==> src/hw/vpu_pkg.sv <==
// package for the vectored priority unit: register map, field layout, reset values, bus types
// assumes a 32-bit AXI4-Lite register bus with a 12-bit byte address
package vpu_pkg;

  localparam int NUM_CH = 32;
  localparam int CH_W = 5;
  localparam int NUM_SLOT = 16;
  localparam int SLOT_W = 4;
  localparam int ADDR_W = 12;
  localparam int DATA_W = 32;
  localparam int STRB_W = 4;

  // channels with a fixed meaning
  localparam int CH_WATCHDOG = 0;
  localparam int CH_SOFT_ONLY = 1;

  // register byte offsets
  localparam logic [11:0] OFS_NORMAL_STATUS = 12'h000;
  localparam logic [11:0] OFS_FAST_STATUS = 12'h004;
  localparam logic [11:0] OFS_RAW_STATUS = 12'h008;
  localparam logic [11:0] OFS_CLASS_SELECT = 12'h00c;
  localparam logic [11:0] OFS_ENABLE_SET = 12'h010;
  localparam logic [11:0] OFS_ENABLE_CLEAR = 12'h014;
  localparam logic [11:0] OFS_SOFT_SET = 12'h018;
  localparam logic [11:0] OFS_SOFT_CLEAR = 12'h01c;
  localparam logic [11:0] OFS_VECTOR_ADDR = 12'h030;
  localparam logic [11:0] OFS_DEFAULT_ADDR = 12'h034;
  localparam logic [11:0] OFS_SLOT_STATUS = 12'h038;
  // slot tables: base + 4 * slot
  localparam logic [11:0] OFS_SLOT_ADDR_BASE = 12'h100;
  localparam logic [11:0] OFS_SLOT_CTRL_BASE = 12'h200;
  localparam logic [3:0] PAGE_SLOT_ADDR = 4'h1;
  localparam logic [3:0] PAGE_SLOT_CTRL = 4'h2;

  // slot control word layout
  localparam int SLOT_CH_LSB = 0;
  localparam int SLOT_EN_BIT = 5;

  // reset values
  localparam logic [31:0] RST_WORD = 32'h0000_0000;
  localparam logic [31:0] RST_ADDR = 32'h0000_0000;
  localparam logic [5:0] RST_SLOT_CTRL = 6'h00;

  // hardware request lines that really exist; the soft-only channel has none
  localparam logic [31:0] HW_LINE_MASK = 32'hffff_fffd;

  localparam logic [1:0] RESP_OKAY = 2'b00;
  localparam logic [1:0] RESP_SLVERR = 2'b10;

  typedef struct packed {
    logic [11:0] addr;
    logic [31:0] data;
    logic [3:0] strb;
  } vpu_wr_type;

  typedef struct packed {
    logic [1:0] resp;
    logic [31:0] data;
  } vpu_rd_type;

endpackage

==> src/hw/vpu_top.sv <==
// vectored priority unit: sorts channel requests into fast, vectored and plain normal classes
// assumes request lines are on-chip levels on aclk, one per peripheral, already ORed
//
// The address map and the AXI4-Lite interface to the registers are this design's own decisions.
`timescale 1ns/1ps
module vpu_top #(
  parameter int NUM_CH = vpu_pkg::NUM_CH,
  parameter int NUM_SLOT = vpu_pkg::NUM_SLOT
) (
  input wire logic aclk,
  input wire logic aresetn,
  input wire logic [NUM_CH-1:0] src_request,
  input wire logic [11:0] s_axi_awaddr,
  input wire logic s_axi_awvalid,
  output logic s_axi_awready,
  input wire logic [31:0] s_axi_wdata,
  input wire logic [3:0] s_axi_wstrb,
  input wire logic s_axi_wvalid,
  output logic s_axi_wready,
  output logic [1:0] s_axi_bresp,
  output logic s_axi_bvalid,
  input wire logic s_axi_bready,
  input wire logic [11:0] s_axi_araddr,
  input wire logic s_axi_arvalid,
  output logic s_axi_arready,
  output logic [31:0] s_axi_rdata,
  output logic [1:0] s_axi_rresp,
  output logic s_axi_rvalid,
  input wire logic s_axi_rready,
  output logic fast_request,
  output logic normal_request
);

  localparam int SLOT_W = vpu_pkg::SLOT_W;
  localparam int CH_W = vpu_pkg::CH_W;

  // byte-lane merge shared by the writable registers except slot control
  function automatic logic [31:0] merge_lanes(input logic [31:0] old_word,
                                              input logic [31:0] new_word,
                                              input logic [3:0] strb);
    logic [31:0] res;
    res = old_word;
    for (int b = 0; b < 4; b++) begin
      if (strb[b]) begin
        res[8*b +: 8] = new_word[8*b +: 8];
      end
    end
    return res;
  endfunction

  // is this byte address inside one of the two slot tables
  function automatic logic in_slot_page(input logic [11:0] addr, input logic [3:0] page);
    return (addr[11:8] == page) && (addr[7:6] == 2'b00) && (addr[1:0] == 2'b00);
  endfunction

  logic wr_go, wr_err, rd_go;
  logic [11:0] rd_addr;
  vpu_pkg::vpu_wr_type wr_cmd;
  vpu_pkg::vpu_rd_type rd_ans;

  vpu_axil_port u_port (
    .aclk(aclk),
    .aresetn(aresetn),
    .awaddr(s_axi_awaddr),
    .awvalid(s_axi_awvalid),
    .awready(s_axi_awready),
    .wdata(s_axi_wdata),
    .wstrb(s_axi_wstrb),
    .wvalid(s_axi_wvalid),
    .wready(s_axi_wready),
    .bresp(s_axi_bresp),
    .bvalid(s_axi_bvalid),
    .bready(s_axi_bready),
    .araddr(s_axi_araddr),
    .arvalid(s_axi_arvalid),
    .arready(s_axi_arready),
    .rdata(s_axi_rdata),
    .rresp(s_axi_rresp),
    .rvalid(s_axi_rvalid),
    .rready(s_axi_rready),
    .wr_go(wr_go),
    .wr_cmd(wr_cmd),
    .wr_err(wr_err),
    .rd_go(rd_go),
    .rd_addr(rd_addr),
    .rd_ans(rd_ans)
  );

  // software state
  logic [NUM_CH-1:0] class_ff;
  logic [NUM_CH-1:0] enable_ff;
  logic [NUM_CH-1:0] soft_ff;
  logic [31:0] default_addr_ff;
  logic [31:0] slot_addr_ff [NUM_SLOT];
  logic [CH_W-1:0] slot_ch_ff [NUM_SLOT];
  logic slot_en_ff [NUM_SLOT];
  logic fast_request_ff, normal_request_ff;

  // request sorting
  logic [NUM_CH-1:0] hw_lines, raw_req, act_req, fast_act, normal_act;
  logic [NUM_CH-1:0] claimed, vect_act, plain_act;
  logic [NUM_SLOT-1:0] slot_hit;
  logic any_vect;
  logic [SLOT_W-1:0] win_slot;
  logic [31:0] vector_addr;

  // channel 1 has no hardware line, only the soft bit can raise it
  assign hw_lines = src_request & NUM_CH'(vpu_pkg::HW_LINE_MASK);
  assign raw_req = hw_lines | soft_ff;
  assign act_req = raw_req & enable_ff;
  assign fast_act = act_req & class_ff;
  assign normal_act = act_req & ~class_ff;

  // a fast channel never competes for a slot, so fast outranks vectored
  always_comb begin
    claimed = '0;
    for (int s = 0; s < NUM_SLOT; s++) begin
      slot_hit[s] = slot_en_ff[s] && normal_act[slot_ch_ff[s]];
      if (slot_en_ff[s]) begin
        claimed[slot_ch_ff[s]] = 1'b1;
      end
    end
  end

  assign vect_act = normal_act & claimed;
  assign plain_act = normal_act & ~claimed;

  vpu_slot_pick #(
    .NUM_SLOT(NUM_SLOT),
    .SLOT_W(SLOT_W)
  ) u_pick (
    .slot_hit(slot_hit),
    .any_hit(any_vect),
    .win_slot(win_slot)
  );

  // winner's address, else the shared default for non-vectored requests
  assign vector_addr = any_vect ? slot_addr_ff[win_slot] : default_addr_ff;

  always_ff @(posedge aclk) begin
    if (!aresetn) begin
      fast_request_ff <= 1'b0;
      normal_request_ff <= 1'b0;
    end else begin
      fast_request_ff <= |fast_act;
      normal_request_ff <= |(vect_act | plain_act);
    end
  end

  // write decode; writes land any time, so priorities can move while running
  always_comb begin
    wr_err = 1'b0;
    if (wr_cmd.addr == vpu_pkg::OFS_CLASS_SELECT) begin
      wr_err = 1'b0;
    end else if (wr_cmd.addr == vpu_pkg::OFS_ENABLE_SET) begin
      wr_err = 1'b0;
    end else if (wr_cmd.addr == vpu_pkg::OFS_ENABLE_CLEAR) begin
      wr_err = 1'b0;
    end else if (wr_cmd.addr == vpu_pkg::OFS_SOFT_SET) begin
      wr_err = 1'b0;
    end else if (wr_cmd.addr == vpu_pkg::OFS_SOFT_CLEAR) begin
      wr_err = 1'b0;
    end else if (wr_cmd.addr == vpu_pkg::OFS_DEFAULT_ADDR) begin
      wr_err = 1'b0;
    end else if (in_slot_page(wr_cmd.addr, vpu_pkg::PAGE_SLOT_ADDR)) begin
      wr_err = 1'b0;
    end else if (in_slot_page(wr_cmd.addr, vpu_pkg::PAGE_SLOT_CTRL)) begin
      wr_err = 1'b0;
    end else if (wr_cmd.addr == vpu_pkg::OFS_VECTOR_ADDR) begin
      // accepted and dropped: the vector word is read-only state
      wr_err = 1'b0;
    end else begin
      wr_err = 1'b1;
    end
  end

  logic [31:0] set_bits, clr_bits;
  assign set_bits = merge_lanes(32'h0000_0000, wr_cmd.data, wr_cmd.strb);
  assign clr_bits = set_bits;

  always_ff @(posedge aclk) begin
    if (!aresetn) begin
      class_ff <= NUM_CH'(vpu_pkg::RST_WORD);
    end else if (wr_go && wr_cmd.addr == vpu_pkg::OFS_CLASS_SELECT) begin
      class_ff <= NUM_CH'(merge_lanes(32'(class_ff), wr_cmd.data, wr_cmd.strb));
    end
  end

  always_ff @(posedge aclk) begin
    if (!aresetn) begin
      enable_ff <= NUM_CH'(vpu_pkg::RST_WORD);
    end else if (wr_go && wr_cmd.addr == vpu_pkg::OFS_ENABLE_SET) begin
      enable_ff <= enable_ff | NUM_CH'(set_bits);
    end else if (wr_go && wr_cmd.addr == vpu_pkg::OFS_ENABLE_CLEAR) begin
      enable_ff <= enable_ff & ~NUM_CH'(clr_bits);
    end
  end

  always_ff @(posedge aclk) begin
    if (!aresetn) begin
      soft_ff <= NUM_CH'(vpu_pkg::RST_WORD);
    end else if (wr_go && wr_cmd.addr == vpu_pkg::OFS_SOFT_SET) begin
      soft_ff <= soft_ff | NUM_CH'(set_bits);
    end else if (wr_go && wr_cmd.addr == vpu_pkg::OFS_SOFT_CLEAR) begin
      soft_ff <= soft_ff & ~NUM_CH'(clr_bits);
    end
  end

  always_ff @(posedge aclk) begin
    if (!aresetn) begin
      default_addr_ff <= vpu_pkg::RST_ADDR;
    end else if (wr_go && wr_cmd.addr == vpu_pkg::OFS_DEFAULT_ADDR) begin
      default_addr_ff <= merge_lanes(default_addr_ff, wr_cmd.data, wr_cmd.strb);
    end
  end

  always_ff @(posedge aclk) begin
    if (!aresetn) begin
      for (int s = 0; s < NUM_SLOT; s++) begin
        slot_addr_ff[s] <= vpu_pkg::RST_ADDR;
      end
    end else if (wr_go && in_slot_page(wr_cmd.addr, vpu_pkg::PAGE_SLOT_ADDR)) begin
      slot_addr_ff[wr_cmd.addr[5:2]] <= merge_lanes(slot_addr_ff[wr_cmd.addr[5:2]],
                                                    wr_cmd.data, wr_cmd.strb);
    end
  end

  // slot control lives in byte lane 0 only
  always_ff @(posedge aclk) begin
    if (!aresetn) begin
      for (int s = 0; s < NUM_SLOT; s++) begin
        slot_ch_ff[s] <= vpu_pkg::RST_SLOT_CTRL[CH_W-1:0];
        slot_en_ff[s] <= vpu_pkg::RST_SLOT_CTRL[vpu_pkg::SLOT_EN_BIT];
      end
    end else if (wr_go && in_slot_page(wr_cmd.addr, vpu_pkg::PAGE_SLOT_CTRL)
                 && wr_cmd.strb[0]) begin
      slot_ch_ff[wr_cmd.addr[5:2]] <= wr_cmd.data[vpu_pkg::SLOT_CH_LSB +: CH_W];
      slot_en_ff[wr_cmd.addr[5:2]] <= wr_cmd.data[vpu_pkg::SLOT_EN_BIT];
    end
  end

  // read decode; reserved bits read zero, unmapped addresses answer with an error
  always_comb begin
    rd_ans.resp = vpu_pkg::RESP_OKAY;
    rd_ans.data = vpu_pkg::RST_WORD;
    if (rd_addr == vpu_pkg::OFS_NORMAL_STATUS) begin
      rd_ans.data = 32'(normal_act);
    end else if (rd_addr == vpu_pkg::OFS_FAST_STATUS) begin
      rd_ans.data = 32'(fast_act);
    end else if (rd_addr == vpu_pkg::OFS_RAW_STATUS) begin
      rd_ans.data = 32'(raw_req);
    end else if (rd_addr == vpu_pkg::OFS_CLASS_SELECT) begin
      rd_ans.data = 32'(class_ff);
    end else if (rd_addr == vpu_pkg::OFS_ENABLE_SET) begin
      rd_ans.data = 32'(enable_ff);
    end else if (rd_addr == vpu_pkg::OFS_ENABLE_CLEAR) begin
      rd_ans.data = 32'(enable_ff);
    end else if (rd_addr == vpu_pkg::OFS_SOFT_SET) begin
      rd_ans.data = 32'(soft_ff);
    end else if (rd_addr == vpu_pkg::OFS_SOFT_CLEAR) begin
      rd_ans.data = 32'(soft_ff);
    end else if (rd_addr == vpu_pkg::OFS_VECTOR_ADDR) begin
      rd_ans.data = vector_addr;
    end else if (rd_addr == vpu_pkg::OFS_DEFAULT_ADDR) begin
      rd_ans.data = default_addr_ff;
    end else if (rd_addr == vpu_pkg::OFS_SLOT_STATUS) begin
      rd_ans.data = 32'(slot_hit);
    end else if (in_slot_page(rd_addr, vpu_pkg::PAGE_SLOT_ADDR)) begin
      rd_ans.data = slot_addr_ff[rd_addr[5:2]];
    end else if (in_slot_page(rd_addr, vpu_pkg::PAGE_SLOT_CTRL)) begin
      rd_ans.data[vpu_pkg::SLOT_CH_LSB +: CH_W] = slot_ch_ff[rd_addr[5:2]];
      rd_ans.data[vpu_pkg::SLOT_EN_BIT] = slot_en_ff[rd_addr[5:2]];
    end else begin
      rd_ans.resp = vpu_pkg::RESP_SLVERR;
    end
  end

  assign fast_request = fast_request_ff;
  assign normal_request = normal_request_ff;

endmodule // vpu_top

==> src/hw/vpu_slot_pick.sv <==
// fixed-priority pick among the vectored slots, lowest index wins
// assumes hits are already qualified by slot enable and channel activity
`timescale 1ns/1ps
module vpu_slot_pick #(
  parameter int NUM_SLOT = 16,
  parameter int SLOT_W = 4
) (
  input wire logic [NUM_SLOT-1:0] slot_hit,
  output logic any_hit,
  output logic [SLOT_W-1:0] win_slot
);

  always_comb begin
    any_hit = 1'b0;
    win_slot = '0;
    // walk from the top down so slot 0, seen last, overrides all others
    for (int s = NUM_SLOT - 1; s >= 0; s--) begin
      if (slot_hit[s]) begin
        any_hit = 1'b1;
        win_slot = SLOT_W'(s);
      end
    end
  end

endmodule // vpu_slot_pick

==> src/hw/vpu_axil_port.sv <==
// AXI4-Lite slave front end: turns bus transfers into one-cycle register strobes
// assumes the register file answers a read or write decode in the same cycle, combinationally
`timescale 1ns/1ps
module vpu_axil_port (
  input wire logic aclk,
  input wire logic aresetn,
  input wire logic [11:0] awaddr,
  input wire logic awvalid,
  output logic awready,
  input wire logic [31:0] wdata,
  input wire logic [3:0] wstrb,
  input wire logic wvalid,
  output logic wready,
  output logic [1:0] bresp,
  output logic bvalid,
  input wire logic bready,
  input wire logic [11:0] araddr,
  input wire logic arvalid,
  output logic arready,
  output logic [31:0] rdata,
  output logic [1:0] rresp,
  output logic rvalid,
  input wire logic rready,
  output logic wr_go,
  output vpu_pkg::vpu_wr_type wr_cmd,
  input wire logic wr_err,
  output logic rd_go,
  output logic [11:0] rd_addr,
  input wire vpu_pkg::vpu_rd_type rd_ans
);

  logic awready_ff, wready_ff, bvalid_ff, arready_ff, rvalid_ff, rd_go_ff;
  logic aw_full_ff, w_full_ff;
  logic [1:0] bresp_ff, rresp_ff;
  logic [31:0] rdata_ff;
  logic [11:0] rd_addr_ff;
  // the held write fields are split so that each register has a single writer
  logic [11:0] wr_addr_ff;
  logic [31:0] wr_data_ff;
  logic [3:0] wr_strb_ff;
  logic do_write;

  // the write happens once both halves are held and the last response is gone
  assign do_write = aw_full_ff && w_full_ff && !bvalid_ff;

  always_ff @(posedge aclk) begin
    if (!aresetn) begin
      aw_full_ff <= 1'b0;
      awready_ff <= 1'b0;
      wr_addr_ff <= '0;
    end else if (awvalid && awready_ff) begin
      aw_full_ff <= 1'b1;
      awready_ff <= 1'b0;
      wr_addr_ff <= awaddr;
    end else if (do_write) begin
      aw_full_ff <= 1'b0;
    end else if (!aw_full_ff && !bvalid_ff) begin
      awready_ff <= 1'b1;
    end
  end

  always_ff @(posedge aclk) begin
    if (!aresetn) begin
      w_full_ff <= 1'b0;
      wready_ff <= 1'b0;
      wr_data_ff <= '0;
      wr_strb_ff <= '0;
    end else if (wvalid && wready_ff) begin
      w_full_ff <= 1'b1;
      wready_ff <= 1'b0;
      wr_data_ff <= wdata;
      wr_strb_ff <= wstrb;
    end else if (do_write) begin
      w_full_ff <= 1'b0;
    end else if (!w_full_ff && !bvalid_ff) begin
      wready_ff <= 1'b1;
    end
  end

  always_ff @(posedge aclk) begin
    if (!aresetn) begin
      bvalid_ff <= 1'b0;
      bresp_ff <= vpu_pkg::RESP_OKAY;
    end else if (do_write) begin
      bvalid_ff <= 1'b1;
      bresp_ff <= wr_err ? vpu_pkg::RESP_SLVERR : vpu_pkg::RESP_OKAY;
    end else if (bvalid_ff && bready) begin
      bvalid_ff <= 1'b0;
    end
  end

  // read: accept, decode one cycle later, hold the answer until taken
  always_ff @(posedge aclk) begin
    if (!aresetn) begin
      arready_ff <= 1'b0;
      rd_go_ff <= 1'b0;
      rd_addr_ff <= '0;
      rvalid_ff <= 1'b0;
      rdata_ff <= vpu_pkg::RST_WORD;
      rresp_ff <= vpu_pkg::RESP_OKAY;
    end else begin
      rd_go_ff <= 1'b0;
      if (arvalid && arready_ff) begin
        arready_ff <= 1'b0;
        rd_go_ff <= 1'b1;
        rd_addr_ff <= araddr;
      end else if (rd_go_ff) begin
        rvalid_ff <= 1'b1;
        rdata_ff <= rd_ans.data;
        rresp_ff <= rd_ans.resp;
      end else if (rvalid_ff && rready) begin
        rvalid_ff <= 1'b0;
        arready_ff <= 1'b1;
      end else if (!rvalid_ff) begin
        arready_ff <= 1'b1;
      end
    end
  end

  assign awready = awready_ff;
  assign wready = wready_ff;
  assign bvalid = bvalid_ff;
  assign bresp = bresp_ff;
  assign arready = arready_ff;
  assign rvalid = rvalid_ff;
  assign rdata = rdata_ff;
  assign rresp = rresp_ff;
  assign wr_go = do_write;
  assign wr_cmd = '{addr: wr_addr_ff, data: wr_data_ff, strb: wr_strb_ff};
  assign rd_go = rd_go_ff;
  assign rd_addr = rd_addr_ff;

endmodule // vpu_axil_port

==> config.mk <==
export PLATFORM = sky130hd
export DESIGN_NAME = vpu_top
export DESIGN_NICKNAME = d
export VERILOG_FILES = /design/src/hw/vpu_pkg.sv /design/src/hw/vpu_top.sv /design/src/hw/vpu_slot_pick.sv /design/src/hw/vpu_axil_port.sv
export SDC_FILE = /design/constraint.sdc
export NUM_CORES = 2
export LEC_CHECK = 0
export ABC_AREA = 1
export BUFFER_PORTS_ARGS = -buffer_cell sky130_fd_sc_hd__buf_2
export CAP_MARGIN = 20
export CORE_UTILIZATION = 35
export DETAILED_ROUTE_END_ITERATION = 12
export MAX_ROUTING_LAYER = met4
export PLACE_DENSITY_LB_ADDON = 0.15
export SLEW_MARGIN = 20
export SYNTH_ARGS = -nofsm -noshare
export SYNTH_HDL_FRONTEND = slang
export SYNTH_SLANG_ARGS = --single-unit
==> constraint.sdc <==
create_clock -name aclk -period 4.72 [get_ports aclk]
set_input_delay 0 -clock aclk [delete_from_list [all_inputs] [get_ports aclk]]
set_output_delay 0 -clock aclk [all_outputs]
set_load 0.005 [all_outputs]
; Word-level counts from Yosys, hierarchy flattened
; Memories as Yosys holds them, arrays and structs flattened. A register that Yosys moved wholly into a read port is not among the register bits.
; Cells that the tools add are included.
[word_totals]
memories = 3
input_bits = 99
reg_bits = 234
out_inout_bits = 43
ramBits = 608
[memory_table]
columns = memory, depth, word_bits, rd, rd_clocked_by_memory_dff, wr, line_no
row1 = slot_addr_ff, 16, 32, 2, 1, 16, vpu_top.sv:94  ; logic [31:0] slot_addr_ff [NUM_SLOT];
row2 = slot_ch_ff, 16, 5, 17, 1, 16, vpu_top.sv:95  ; logic [CH_W-1:0] slot_ch_ff [NUM_SLOT];
row3 = slot_en_ff, 16, 1, 17, 1, 16, vpu_top.sv:96  ; logic slot_en_ff [NUM_SLOT];
[op_classes]
muxes = 202
eq_ne = 26
n_bitwise = 33
order_cmp = 32
n_reduce_logical = 97
[ops]
columns = cell, n
row1 = 2-to-1 mux 32 bit, 33
row2 = bitwise OR 32 bit, 19
row3 = bitwise AND 32 bit, 7
row4 = 2-to-1 mux 8 bit, 16
row5 = 2-to-1 mux 4 bit, 26
row6 = equality test 12 x 5 -> 1 bit (second input constant), 8
row7 = < comparator 5 x 6 -> 1 bit (second input constant), 16
row8 = inverter 32 bit, 3
row9 = OR reduction 32 bit, 3
row10 = binary-select mux 1 bit (select 5 bit), 16
row11 = demux 1 bit (select 5 bit), 16
row12 = greater-or-equal comparator 5 x 1 -> 1 bit (second input constant), 16
row13 = 2-to-1 mux 1 bit, 77
row14 = equality test 12 x 6 -> 1 bit (second input constant), 5
row15 = logical AND 1 bit, 58
row16 = equality test 12 x 4 -> 1 bit (second input constant), 3
row17 = AND reduction 2 bit, 17
row18 = 2-to-1 mux 2 bit, 14
row19 = 2-to-1 mux 26 bit, 1
row20 = equality test 12 x 3 -> 1 bit (second input constant), 1
row21 = logical NOT 12 bit, 1
row22 = 2-to-1 mux 6 bit, 2
row23 = != test 3 bit (second input constant), 4
row24 = nonzero test 2 bit, 6
row25 = other kinds (10), 22

; Longest topological paths before layout
; An unclocked memory read counts as a cell.
[depth]
depth_word = 40
ltp_mapped = 41
ltp_nobuf = 40

; Cells and area by module
; Synthesis repeated with hierarchy kept, for this count alone.
[unflattened]
cells_unflattened = 6021
area_unflattened_um2 = 47917.2
[modules_own_cells]
columns = module, seq_area_each_um2, cells_per_inst, instances, area_per_inst_um2
row1 = vpu_top, 20699.9, 5511, 1, 43799.5
row2 = vpu_axil_port, 2062.0, 461, 1, 3908.7
row3 = vpu_slot_pick, 0.0, 49, 1, 209.0

; Least setup slack after synthesis
; Ideal clock, no wire load.
[synth_path]
path_type = reg2reg
start = memory slot_ch_ff[15][0]
end = register u_port.rdata_ff[3] (netlist: u_port.rdata[3])
period_less_slack_ns = 3.183
stages_incl_launch_ff = 38
setup_time_ns = 0.109
slack_ns = 1.537
n_path_buf = 5
required_time_ns = 4.611
arrival_time_ns = 3.074
path_cell_list = edfxtp_1 -> buf_2 -> inv_2 -> buf_4 -> nand4_1 -> nand3_1 -> nand3_1 -> nand3_1 -> nand3_1 -> a21oi_1 -> nand2_1 -> nand2_1 -> nand2_1 -> nand2_1 -> nand2_1 -> nand2_1 -> nand2_1 -> nand2_1 -> (+2 left out) -> nand2_1 -> nand2_1 -> nand2_2 -> a21boi_2 -> buf_4 -> buf_8 -> buf_6 -> nand2_1 -> o211ai_1 -> nand3_1 -> nand3_1 -> nand3_1 -> nand2_1 -> nand2_1 -> nand2_1 -> o2111ai_1 -> nand2_1 -> inv_1
[synth_lines]
columns = element, line_no
row1 = from (decl), vpu_top.sv:95
row2 = to (signal assigned), vpu_axil_port.sv:99  ; rdata_ff <= vpu_pkg::RST_WORD;
row3 = to (signal assigned), vpu_axil_port.sv:109  ; rdata_ff <= rd_ans.data;
row4 = to (decl), vpu_axil_port.sv:35  ; logic [31:0] rdata_ff;

==> results.json <==
{
  "drc": 0,
  "root_buffer": "clkbuf_16",
  "antenna_found_initial": 16,
  "drv_cap": 0,
  "die_width_um": 380,
  "globalRouteTotalUtil_pct": 32.3,
  "place_hpwl_um": 162000,
  "fin_crit_sh_pct": 97.6,
  "num-nets-final": 7062,
  "htree_num_levels": 3,
  "dp_cells": 8605,
  "syn_area_um2": 50100,
  "cp_max_fo": 20,
  "leakagePower_uw": 0.0224,
  "netlist_instances": 6704,
  "grt-ovfl-total": 0,
  "ys.flop_type": "edfxtp_1",
  "core_area_um2": 142000,
  "grt_max_degree": 129,
  "vias_per_cell": 5.76,
  "final_common_cell": "nand2_1",
  "clk_pin_slew_worst_paths_ns": 0.06,
  "die-area_um2": 145000,
  "syn_to_final_growth_pct": 19.9,
  "grt_pass1_vias": 47500,
  "endpoint_kind": "flop",
  "combPwrFrac_pct": 10.6,
  "finalClockSkew_ns": 0.0362,
  "holdWs_ns": 0.0664,
  "final_cells": 8953,
  "switching_share_pct": 27.3,
  "start_util_pct": 35.3,
  "ys_async_sr_fraction_pct": 0,
  "slew_headroom_pct": 15.0,
  "ir_worst_vdd_mv": 0.312,
  "hp-class": "in -> reg",
  "syn_avg_cell_area_um2": 7.47,
  "switchingPower_uw": 5160,
  "final_cell_mix": "1268 x nand2_1, 781 x nor2_1, 664 x inv_1",
  "seq_power_share_pct": 44.1,
  "cp.required_ns": 5.35,
  "cts_buffers": 101,
  "wl_per_cell_um": 26.5,
  "worstPathBufferInverterCount": 7,
  "finalHoldViolations": 0,
  "crit_path_start_kind": "flop",
  "grt_pass1_wl_um": 333000,
  "cts_max_path_buffers": 3,
  "cp_common_cell": "nand2_1",
  "clockPowerShare_pct": 45.3,
  "setup_viol": 0,
  "p_int_uw": 13700,
  "yosysSeqAreaShare_pct": 45.6,
  "finalSetupTns_ns": 0,
  "worst_skew_pair.late_latency_ns": 0.76,
  "die_h_um": 380,
  "period_minus_slack_ns": 4.61,
  "clock_sinks": 844,
  "layout-drive-gt1-share_pct": 12.0,
  "routed_wl_um": 237000,
  "drtIter0Drc": 6776,
  "path_class": "reg -> reg",
  "io_pins": 142,
  "ys_types": 52,
  "rows": 138,
  "dr.pass1.iters": 6,
  "arrival_ns": 5.23,
  "yosysWarnings": 0,
  "ys_seq_elements": 844,
  "cpPeakStageDelay_ns": 0.40,
  "globalplace.congestion": 0.990,
  "critPathSlowestCell": "nor3_4",
  "vias": 51500,
  "cts_tree": "yes",
  "path_delay_family": "simple AND/OR/NAND/NOR gates",
  "power_per_cell_area_nw_per_um2": 314,
  "postRouteAntennaNets": 0,
  "synth_edf_count": 592,
  "status": "finished, final reports clean",
  "worst_slew_pin_slew_ns": 1.27,
  "port_buffers": 138,
  "fmax_ghz": 0.217,
  "maxSlewViolCount": 0
}
==> power groups by stage <==
stage	Clock (uW)	Combinational, uW	Sequential [uW]
finish	8550	1990	8330
detailed placement	0	1860	8480
floorplan	0	1100	8360
global route	8890	2120	8340
global placement	0	1850	8470
CTS	8620	1950	8320
==> stage by stage <==
stage	worst slack (ns)	util [%]	power (uW)	instance area, um2
2_1_floorplan	1.54	-	9460	50100
6_report	0.114	42.4	18900	60100
5_1_grt	-0.0158	42.4	19400	60100
3_3_place_gp	-0.0720	38.5	10300	54600
4_1_cts	0.00240	42.0	18900	59500
3_5_place_dp	-0.0301	38.5	10300	54600
==> synthesized netlist by cell type (all sizes together) (8+ instances only) <==
master	count	share of area, %
o211ai	330	5.0
clkbuf	318	2.4
o221ai	53	0.93
o21bai	11	0.16
nor2	810	6.1
clkinv	31	0.23
o21ai	674	6.7
nor4	15	0.19
o311ai	26	0.45
buf	174	2.0
a221oi	11	0.19
a211oi	11	0.16
inv	721	5.4
o22ai	68	0.85
o31ai	8	0.12
nor3	69	1.1
nand3	544	5.5
edfxtp	592	35
dfxtp	252	10
a31oi	19	0.24
nand2	1280	9.6
a21oi	621	6.2
nand4	37	0.46
==> sequential cells by signal, indices dropped and copies added (netlist names), named ones only <==
signal             count
normal_request         1
u_port.arready         1
u_port.rd_go           1
u_port.bvalid          1
u_port.wr_strb_ff      4
u_port.w_full_ff       1
u_port.wr_addr_ff     12
slot_addr_ff         512
slot_ch_ff            80
u_port.aw_full_ff      1
slot_en_ff            16
u_port.rresp           1
u_port.rd_addr        12
u_port.rdata          32
fast_request           1
u_port.wr_data_ff     32
class_ff              32
u_port.awready         1
u_port.rvalid          1
default_addr_ff       32
u_port.bresp           1
u_port.wready          1
==> logic make-up after synthesis <==
family | synth area share (%)
buffers and inverters | 10.0
AO/OA/AOI/OAI | 21.2
flip-flops | 45.6
AND/OR/NAND/NOR | 23.2
other | 0.00749
==> path summary, 6_finish.rpt <==
check,to,startpoint,slack [ns],depth (start not counted)
worst min-delay path,u_port.rdata[25],src_request[25],0.07,8
worst min register to register,u_port.rdata[29],u_port.rdata[29],0.46,2
worst max-delay path,u_port.rdata[25],flop,0.11,32
worst max register to register,u_port.rdata[25],flop,0.11,32
==> layer usage <==
metal | vias to the layer above | wire (um) | global-route usage (%)
met5 | - | 0 | -
met4 | 0 | 15300 | 17.6
met3 | 603 | 19400 | 4.43
met2 | 2623 | 106000 | 49.4
met1 | 24800 | 96000 | 41.3
li1 | 23500 | - | -
==> tightest hold or removal path, cell delays in order <==
cell	delay (ns)
buf_2	0.09
nor2_1	0.07
buf_4	0.16
o21ai_0	0.09
inv_1	0.05
nand3b_1	0.10
nand2_1	0.12
a21oi_1	0.07
==> area by class of cell <==
class / instances / area (um2)
diodes: 12 / 30.0
clock buffers: 133 / 2880
clock inverters: 58 / 724
fillers: 14400 / 81700
inverters: 752 / 2850
multi-input cells: 4617 / 22500
flip-flops and latches: 844 / 22800
well taps: 1890 / 2360
repair buffers: 647 / 5940
==> what timing repair did <==
action,4_1_cts,5_1_grt
gates resized for setup,1,53
pin swaps,0,8
endpoints found under the setup margin,1,29
gates cloned,0,10
buffers inserted,0,11
hold endpoints to repair,128,0
hold buffers,124,0
No activity file was read; power rests on OpenSTA's default activity.
